**src/rtl/pwc_pkg.sv**
```systemverilog
package pwc_pkg;

  // counter and data register geometry
  localparam int CNT_W = 16;
  localparam logic [CNT_W-1:0] CNT_MAX = 16'hffff;
  localparam logic [CNT_W-1:0] CNT_ONE = 16'h0001;
  localparam logic [CNT_W-1:0] COUNTER_RST = 16'h0000;
  localparam logic [CNT_W-1:0] DATA_RST = 16'h0000;
  localparam logic OVF_RST = 1'b0;

  // weight of the overflow flag in the width formula
  localparam logic [CNT_W:0] OVF_WEIGHT = 17'h10000;

  // edge select field encodings
  localparam int EDGE_SEL_W = 2;
  localparam logic [EDGE_SEL_W-1:0] EDGE_SEL_LOW = 2'b10;
  localparam logic [EDGE_SEL_W-1:0] EDGE_SEL_HIGH = 2'b11;

  // prescaler: shared divider, each selection picks 2^sel
  localparam int PSC_W = 4;
  localparam int DIV_W = 16;
  localparam logic [DIV_W-1:0] DIV_RST = 16'h0000;
  localparam logic [DIV_W-1:0] DIV_ONE = 16'h0001;

  // operating clock select values
  localparam logic CKS_CLOCK_A = 1'b0;
  localparam logic CKS_CLOCK_B = 1'b1;

  typedef enum logic [1:0] {
    PWC_STOPPED,
    PWC_WAIT_START,
    PWC_MEASURE
  } pwc_state_t;

endpackage

```
**src/rtl/pwc_channel.sv**
```systemverilog
`timescale 1ns/1ps
`default_nettype none
module pwc_channel import pwc_pkg::*; (
  input wire logic ref_clk_i,
  input wire logic resetn_i,
  input wire logic unit_gate_i,
  input wire logic [PSC_W-1:0] prescaler_sel_a_i,
  input wire logic [PSC_W-1:0] prescaler_sel_b_i,
  input wire logic operating_clock_select_i,
  input wire logic [EDGE_SEL_W-1:0] edge_select_i,
  input wire logic start_trigger_wr_i,
  input wire logic stop_trigger_wr_i,
  input wire logic data_wr_i,
  input wire logic [CNT_W-1:0] data_wdata_i,
  input wire logic capture_input_pin_i,
  output logic channel_active_flag_o,
  output logic start_trigger_bit_o,
  output logic stop_trigger_bit_o,
  output logic [CNT_W-1:0] channel_counter_o,
  output logic [CNT_W-1:0] channel_data_register_o,
  output logic overflow_flag_o,
  output logic channel_interrupt_o
);

  // gate low acts like a reset on every register of the channel
  logic clear_w;
  assign clear_w = !resetn_i || !unit_gate_i;

  // shared prescaled clocks, delivered as one-cycle ticks
  logic tick_a_w;
  logic tick_b_w;
  logic op_tick_w;

  pwc_prescaler u_prescaler (
    .ref_clk_i(ref_clk_i),
    .resetn_i(resetn_i),
    .unit_gate_i(unit_gate_i),
    .sel_a_i(prescaler_sel_a_i),
    .sel_b_i(prescaler_sel_b_i),
    .tick_a_o(tick_a_w),
    .tick_b_o(tick_b_w)
  );

  // operating clock doubles as count clock in this mode
  assign op_tick_w = (operating_clock_select_i == CKS_CLOCK_B) ? tick_b_w : tick_a_w;

  // pin synchroniser and sampler
  logic pin_s1_r;
  logic pin_s1_nxt;
  logic pin_s2_r;
  logic pin_s2_nxt;
  logic pin_smp_r;
  logic pin_smp_nxt;

  always_comb begin
    pin_s1_nxt = capture_input_pin_i;
    pin_s2_nxt = pin_s1_r;
    pin_smp_nxt = pin_smp_r;
    // only the operating clock looks at the pin, hence up to one period of error
    if (op_tick_w) begin
      pin_smp_nxt = pin_s2_r;
    end
  end

  always_ff @(posedge ref_clk_i) begin
    if (clear_w) begin
      pin_s1_r <= 1'b0;
      pin_s2_r <= 1'b0;
      pin_smp_r <= 1'b0;
    end else begin
      pin_s1_r <= pin_s1_nxt;
      pin_s2_r <= pin_s2_nxt;
      pin_smp_r <= pin_smp_nxt;
    end
  end

  logic rise_w;
  logic fall_w;
  logic start_edge_w;
  logic capture_edge_w;
  logic sel_valid_w;

  assign rise_w = op_tick_w && pin_s2_r && !pin_smp_r;
  assign fall_w = op_tick_w && !pin_s2_r && pin_smp_r;
  // codes other than 10 and 11 select no width measurement: no edges at all
  assign sel_valid_w = (edge_select_i == EDGE_SEL_HIGH) || (edge_select_i == EDGE_SEL_LOW);
  assign start_edge_w = sel_valid_w &&
    ((edge_select_i == EDGE_SEL_HIGH) ? rise_w : fall_w);
  assign capture_edge_w = sel_valid_w &&
    ((edge_select_i == EDGE_SEL_HIGH) ? fall_w : rise_w);

  // self-clearing trigger bits
  logic start_trig_r;
  logic start_trig_nxt;
  logic stop_trig_r;
  logic stop_trig_nxt;

  always_comb begin
    // a bit holds one only in the cycle after its write
    start_trig_nxt = start_trigger_wr_i;
    stop_trig_nxt = stop_trigger_wr_i;
  end

  always_ff @(posedge ref_clk_i) begin
    if (clear_w) begin
      start_trig_r <= 1'b0;
      stop_trig_r <= 1'b0;
    end else begin
      start_trig_r <= start_trig_nxt;
      stop_trig_r <= stop_trig_nxt;
    end
  end

  // channel measurement state
  pwc_state_t state_r;
  pwc_state_t state_nxt;
  logic active_r;
  logic active_nxt;
  logic [CNT_W-1:0] counter_r;
  logic [CNT_W-1:0] counter_nxt;
  logic [CNT_W-1:0] data_r;
  logic [CNT_W-1:0] data_nxt;
  logic ovf_r;
  logic ovf_nxt;
  logic wrap_seen_r;
  logic wrap_seen_nxt;
  logic irq_r;
  logic irq_nxt;

  always_comb begin
    state_nxt = state_r;
    active_nxt = active_r;
    counter_nxt = counter_r;
    data_nxt = data_r;
    ovf_nxt = ovf_r;
    wrap_seen_nxt = wrap_seen_r;
    irq_nxt = 1'b0;
    // software data write; a capture in the same cycle overrides it
    if (data_wr_i) begin
      data_nxt = data_wdata_i;
    end
    if (stop_trig_r) begin
      // stop wins over a simultaneous start or edge
      active_nxt = 1'b0;
      state_nxt = PWC_STOPPED;
    end else if (start_trig_r && !active_r) begin
      active_nxt = 1'b1;
      state_nxt = PWC_WAIT_START;
    end else begin
      // a start write while active falls through here untouched
      unique case (state_r)
        PWC_STOPPED: begin
          state_nxt = PWC_STOPPED;
        end
        PWC_WAIT_START: begin
          if (start_edge_w) begin
            counter_nxt = COUNTER_RST;
            wrap_seen_nxt = 1'b0;
            state_nxt = PWC_MEASURE;
          end
        end
        PWC_MEASURE: begin
          // up count on every count clock, wrapping at all ones
          if (op_tick_w) begin
            counter_nxt = counter_r + CNT_ONE;
          end
          if (capture_edge_w) begin
            data_nxt = counter_r;
            irq_nxt = 1'b1;
            // counter is left at captured value plus one
            ovf_nxt = wrap_seen_r;
            state_nxt = PWC_WAIT_START;
          end else if (op_tick_w && counter_r == CNT_MAX) begin
            // single sticky bit: extra wraps are indistinguishable
            wrap_seen_nxt = 1'b1;
          end
        end
      endcase
    end
  end

  always_ff @(posedge ref_clk_i) begin
    if (clear_w) begin
      // channel starts stopped whenever the gate is raised
      state_r <= PWC_STOPPED;
      active_r <= 1'b0;
      counter_r <= COUNTER_RST;
      data_r <= DATA_RST;
      ovf_r <= OVF_RST;
      wrap_seen_r <= 1'b0;
      irq_r <= 1'b0;
    end else begin
      state_r <= state_nxt;
      active_r <= active_nxt;
      counter_r <= counter_nxt;
      data_r <= data_nxt;
      ovf_r <= ovf_nxt;
      wrap_seen_r <= wrap_seen_nxt;
      irq_r <= irq_nxt;
    end
  end

  // width = period * (ovf * OVF_WEIGHT + data + 1), read back by software
  assign channel_active_flag_o = active_r;
  assign start_trigger_bit_o = start_trig_r;
  assign stop_trigger_bit_o = stop_trig_r;
  assign channel_counter_o = counter_r;
  assign channel_data_register_o = data_r;
  assign overflow_flag_o = ovf_r;
  assign channel_interrupt_o = irq_r;
endmodule
`default_nettype wire

```
**src/rtl/pwc_prescaler.sv**
```systemverilog
`timescale 1ns/1ps
`default_nettype none
module pwc_prescaler import pwc_pkg::*; (
  input wire logic ref_clk_i,
  input wire logic resetn_i,
  input wire logic unit_gate_i,
  input wire logic [PSC_W-1:0] sel_a_i,
  input wire logic [PSC_W-1:0] sel_b_i,
  output logic tick_a_o,
  output logic tick_b_o
);

  logic [DIV_W-1:0] div_r;
  logic [DIV_W-1:0] div_nxt;
  logic [DIV_W-1:0] mask_a;
  logic [DIV_W-1:0] mask_b;
  logic tick_a_r;
  logic tick_a_nxt;
  logic tick_b_r;
  logic tick_b_nxt;

  // mask holds the low sel bits; a tick fires when they are all ones
  genvar gi;
  generate
    for (gi = 0; gi < DIV_W; gi++) begin : g_mask
      assign mask_a[gi] = (gi < int'(sel_a_i));
      assign mask_b[gi] = (gi < int'(sel_b_i));
    end
  endgenerate

  always_comb begin
    div_nxt = div_r + DIV_ONE;
    tick_a_nxt = &(div_r | ~mask_a);
    tick_b_nxt = &(div_r | ~mask_b);
  end

  // gate low holds the whole prescaler in its initial state
  always_ff @(posedge ref_clk_i) begin
    if (!resetn_i || !unit_gate_i) begin
      div_r <= DIV_RST;
      tick_a_r <= 1'b0;
      tick_b_r <= 1'b0;
    end else begin
      div_r <= div_nxt;
      tick_a_r <= tick_a_nxt;
      tick_b_r <= tick_b_nxt;
    end
  end

  assign tick_a_o = tick_a_r;
  assign tick_b_o = tick_b_r;

endmodule
`default_nettype wire
```
**config.mk**
```make
export PLATFORM = sky130hd
export DESIGN_NAME = pwc_channel
export DESIGN_NICKNAME = d
export VERILOG_FILES = /design/src/rtl/pwc_pkg.sv /design/src/rtl/pwc_channel.sv /design/src/rtl/pwc_prescaler.sv
export SDC_FILE = /design/constraint.sdc
export NUM_CORES = 1
export LEC_CHECK = 0
export ABC_AREA = 1
export BUFFER_PORTS_ARGS = -buffer_cell sky130_fd_sc_hd__buf_2
export CORE_MARGIN = 4
export CORE_UTILIZATION = 27
export CTS_BUF_LIST = sky130_fd_sc_hd__clkbuf_8
export DETAILED_ROUTE_END_ITERATION = 7
export RECOVER_POWER = 100
export REMOVE_ABC_BUFFERS = 1
export SYNTH_ARGS = -nofsm -noshare
export SYNTH_HDL_FRONTEND = slang
export SYNTH_SLANG_ARGS = --single-unit
```
**constraint.sdc**
```tcl
create_clock -name ref_clk_i -period 2.3 [get_ports ref_clk_i]
set_input_delay 0.115 -clock ref_clk_i [delete_from_list [all_inputs] [get_ports ref_clk_i]]
set_output_delay 0.115 -clock ref_clk_i [all_outputs]
set_load 0.01 [all_outputs]
```
* Word-level counts from Yosys, hierarchy flattened
Index checks and enable logic that the tools add are counted. W data, S select, Z words.
Word-level totals: flip-flop bits (word level) 61, latch bits 0, RAM bits 0, ROM bits 0, output and inout port bits 37, memories kept 0
Operators by class: add/subtract/negate cells 2, multiply operators 0, divide/modulo/power cells 0, magnitude comparators 30, equal/unequal tests 12, shift-type cells 0, multiplexer cells 20, bitwise logic cells 7, reductions and logical operators 27
Operators by type and width (count):
- $mux W16 | 7
- $lt A4 B4 Y1 const A | 14
- $add A16 B1 Y16 const B | 2
- $lt A3 B4 Y1 const A | 8
- $not A15 Y16 | 2
- $or A16 B16 Y16 | 2
- $pmux W16 S2 | 1
- $reduce_and A16 Y1 | 2
- $eq A16 B16 Y1 const B | 1
- $lt A1 B4 Y1 const A | 4
- $lt A2 B4 Y1 const A | 4
- $ne A2 B2 Y1 const B | 5
- $logic_and A1 B1 Y1 | 8
- $mux W1 | 8
- $eq A2 B2 Y1 const B | 3
- $ne A3 B3 Y1 const B | 2
- $pmux W2 S3 | 1
- $reduce_and A6 Y1 | 1
- $logic_not A1 Y1 | 5
- $reduce_and A5 Y1 | 1
- $mux W2 | 2
- $reduce_and A2 Y1 | 2
- $reduce_and A4 Y1 | 1
- $reduce_or A4 Y1 | 1
- 8 further kinds | 11

* Longest topological paths before layout
word-level depth 9, depth in mapped cells 12

* By module
Synthesis repeated with hierarchy kept, for this count alone.
Unflattened totals: cell total of the unflattened synthesis 537, area, all modules 3564.7 um^2
Modules (own cells, without submodules):
- pwc_channel | times used 1, cells an instance 343, area each 2394.8 um^2, sequential area each 860.8 um^2
- pwc_prescaler | times used 1, cells an instance 194, area each 1169.9 um^2, sequential area each 340.3 um^2

* Worst setup path after synthesis
OpenSTA, ideal clock, no wires.
kind reg-to-reg, from register counter_r[0], in the netlist channel_counter_o[0], to register wrap_seen_r, arrival 1466 ps, required time 2168 ps, path slack 701 ps, cell stages (with the launch flop) 11, buffers on the path 0, clock period less this slack 1599 ps, cell sequence dfxtp_1 -> ha_1 -> nand2_1 -> nor2_2 -> nand2_2 -> nor2_2 -> nand2_1 -> a21oi_2 -> nand2_1 -> nand2_1 -> a21oi_1
On the way: word-level cells in the longest chain between the ends 4
Ends and longest elaborated chain:
- from (decl) | RTL line pwc_channel.sv:119 | logic [CNT_W-1:0] counter_r;
- from (signal assigned) | RTL line pwc_channel.sv:195 | counter_r <= counter_nxt;
- $eq A16 B16 Y1 | RTL line pwc_channel.sv:173 | end else if (op_tick_w && counter_r == CNT_MAX) begin
- $logic_and A1 B1 Y1 | RTL line pwc_channel.sv:173
- $ne A2 B2 Y1 (no line)
- $reduce_and A6 Y1 (no line)
- to (signal assigned) | RTL line pwc_channel.sv:198 | wrap_seen_r <= wrap_seen_nxt;
- to (decl) | RTL line pwc_channel.sv:125 | logic wrap_seen_r;
No other way between the ends. A chain may end at the register's enable or synchronous reset.

* Final worst setup path
from register pin_smp_r, to register counter_r[15], in the netlist channel_counter_o[15]
On the way: word-level cells in the longest chain between the ends 6, elaborated cells on any way between the ends 7, those cells by class eq/ne: 1; mux: 1; reduce/logical: 5
Ends and longest elaborated chain:
- from (decl) | RTL line pwc_channel.sv:52 | logic pin_smp_r;
- from (signal assigned) | RTL line pwc_channel.sv:73 | pin_smp_r <= pin_smp_nxt;
- $logic_not A1 Y1 | RTL line pwc_channel.sv:83 | assign rise_w = op_tick_w && pin_s2_r && !pin_smp_r;
- $logic_and A1 B1 Y1 | RTL line pwc_channel.sv:83
- $mux W1 * | RTL line pwc_channel.sv:88 | ((edge_select_i == EDGE_SEL_HIGH) ? rise_w : fall_w);
- $logic_and A1 B1 Y1 * | RTL line pwc_channel.sv:87 | assign start_edge_w = sel_valid_w &&
- $ne A2 B2 Y1 (no line) *
- $reduce_and A5 Y1 (no line) *
Mark *: on every way between the ends. The rest lies on a longest branch, timed or not.

==> impl_results.md <==
- Status: finished with violations
- Failing checks: capacitance limit, slew limit
- Root buf cell: clkbuf_8
- Total die area: 14,200 µm²
- Final hold slack: 0.103 ns
- Port Buffers: 70
- Worst R2R Path Depth: 9
- TritonCTS clock tree: yes
- Hold depth: 5
- GP Congestion: 0.877
- Pre-antenna DRT Iters: 4
- Yosys cell types: 38
- Final setup fails: 0
- Syn. warnings: 0
- Count of final hold-check violations: 0
- Die H: 119 µm
- Drt drc: 0
- Critical path peak fanout: 18
- Cell mode on critical path: nand2_1
- VDD IR max: 0.297 mV
- Maxcap violations: 1
- Hold-fix buffers, CTS: 4
- Setup bufs post-CTS: 0
- Power per cell area: 571 nW/µm²
- First-pass GRT wire length: 15,000 µm
- Initial antenna violation count: 0
- Critical Path, Cell by Cell: inv_1 > nor2_1 > nand2_2 > nand2_1 > nand3_1 > nand2_4 > nand2_1 > nand2_1 > a21oi_2
- Setup TNS: 0 ns
- Ports: 71
- Fill cells: 1,338
- Delay-heaviest family, CP: simple AND/OR/NAND/NOR gates
- Vias post-DR: 3,293
- Core area: 12,000 µm²
- Routed WL per cell: 12.1 µm
- Fin cells: 714
- Die Span X: 119 µm
- Slew Viols, Final: 32
- Clock sink total: 60
- CTS resizes: 0
- Period utilisation layout: 0.805
- Row cnt: 40
- Worst min path class: input port to register
- Placed insts: 694
- Vias in the first global route: 3,195
- Largest net degree at the start of global routing: 35
- Critical Path Source Type: register
- ANT nets after route: 0
- Syn Inst Count: 488
- Post-synthesis register bit count: 60
- Clk slew on worst S/H paths: 0.07 ns
- Clk Latency, worst-skew pair: 0.34 ns
- RSZ-0062 raised after global routing: no
- Mean Syn Cell Area: 6.81 µm²
- Mapped Area: 3330 µm²
- H-tree depth: 3
- Commonest non-fill, non-tap cells in the layout: nand2_1 (118), nor2_1 (94), dfxtp_1 (60)
- Antenna fix cells: 0
- Starting density of the core: 0.277
- Vias per cell: 4.61
- Req. time, crit path: 2.47 ns
- Cell leakage power: 1.57 nW
- Area after DPL: 3790 µm²
- Crit-path slowest cell: nand2_1
- Slew headroom: -0.0312
- Highest Clock Rate: 0.540 GHz
- Buf/Inv on CP: 1
- CTS max path bufs: 2
- Crit Path Category: register to register
- Area growth from synthesis to layout: 19.1%
- Worst slew pin tran: 1.55 ns
- Final nets: 598
- Num CTS Buffers: 9
- Initial drt markers: 201
- Total power: 2.26 mW
- Worst path depth: 9
- Max incr delay on CP: 0.40 ns
- Final Skew: 0.00814 ns
- Gr usage total: 0.129
- Share of layout cells above drive strength 1: 0.146
- CP Capture Type: register
- Fin crit period: 1.85 ns
- Worst EP arrival: 2.02 ns
- Grt ovf: 0
- Post-DP HPWL: 6330 µm
- Fin area: 3960 µm²
- Most common cell after layout, fill and taps aside: nand2_1
- Sequential share of the synthesized area: 0.361
- WL final: 8640 µm
==> power by group <==
part	leakage, nW	switching, mW	internal [mW]
Combinational	0.973	0.0965	0.0693
Sequential	0.486	0.00971	1.05
Clock	0.112	0.414	0.617
==> cells in the mapped netlist (all sizes together) <==
master  number  share of area
a211oi       1         0.0023
a21boi       1         0.0023
a21oi       36          0.061
a22oi        1         0.0023
a31oi        1         0.0019
buf         13          0.028
clkbuf       1         0.0011
clkinv       1         0.0011
dfxtp       60           0.36
ha           2         0.0075
inv         48          0.054
mux2i       16          0.048
nand2      135           0.17
nand3       27          0.047
nand4        7          0.013
nor2       101           0.13
nor3        10          0.017
nor3b        1         0.0023
o21a         1         0.0023
o21ai       12          0.018
o21bai       3         0.0068
o221ai       2         0.0053
o22ai        3         0.0056
xnor2        1         0.0026
xor2         4          0.011
==> registers in the layout (all words and copies together) (netlist names) <==
signal / cells
u_prescaler.tick_a_o: 1
wrap_seen_r: 1
stop_trigger_bit_o: 1
pin_smp_r: 1
channel_data_register_o: 16
u_prescaler.tick_b_o: 1
channel_counter_o: 16
overflow_flag_o: 1
state_r: 2
channel_interrupt_o: 1
channel_active_flag_o: 1
u_prescaler.div_r: 15
start_trigger_bit_o: 1
pin_s1_r: 1
pin_s2_r: 1
==> worst reg2reg max path: stages (launching register included) <==
cell     delay [ns]
dfxtp_1        0.33
inv_1          0.06
nor2_1         0.11
nand2_2        0.08
nand2_1        0.06
nand3_1        0.15
nand2_4        0.22
nand2_1        0.40
nand2_1        0.20
a21oi_2        0.07
==> path summary, 6_finish.rpt <==
| check | startpoint | end | slack [ns] |
|---|---|---|---|
| worst min register to register | pin_s1_r | pin_s2_r | 0.41 |
| worst min-delay path | data_wdata_i[0] | channel_data_register_o[0] | 0.10 |
| worst max-delay path | pin_smp_r | channel_counter_o[15] | 0.45 |
| worst max register to register | pin_smp_r | channel_counter_o[15] | 0.45 |
==> cell families (layout without fill, tap and decap cells) <==
kind of cell,Yosys count,after routing,synth area share
AOI/OAI and AO/OA,61,61,0.108
muxes,16,16,0.0482
adders and majority gates,2,2,0.00752
and+or+nand+nor,281,281,0.378
DFF,60,60,0.361
buffers and inverters,63,142,0.0843
xor gates and xnor gates,5,5,0.0132
==> per-layer routing <==
metal / wire [µm] / global-route usage / vias up
met2: 3950 / 0.208 / 79
met5: 0 / 0 / -
met3: 486 / 0.0385 / 12
met4: 128 / 0.0463 / 0
li1: - / - / 1709
met1: 4080 / 0.162 / 1493
==> metrics by stage <==
step                      setup slack, ns   util
after global placement              0.663  0.315
after global routing                0.190  0.330
final                               0.448  0.330
after floorplan                     0.513      -
after CTS                           0.573  0.337
after detailed placement            0.603  0.315
==> final cells by class <==
class | count | area (µm²) | area share
tap | 147 | 184 | 0.0464
inverter | 49 | 184 | 0.0464
clock inverter | 3 | 42.5 | 0.0107
clock buffer | 13 | 179 | 0.0452
timing repair buffer | 77 | 363 | 0.0916
multi-input combinational | 365 | 1810 | 0.456
sequential | 60 | 1200 | 0.303
(Power assumes the default switching activity.)
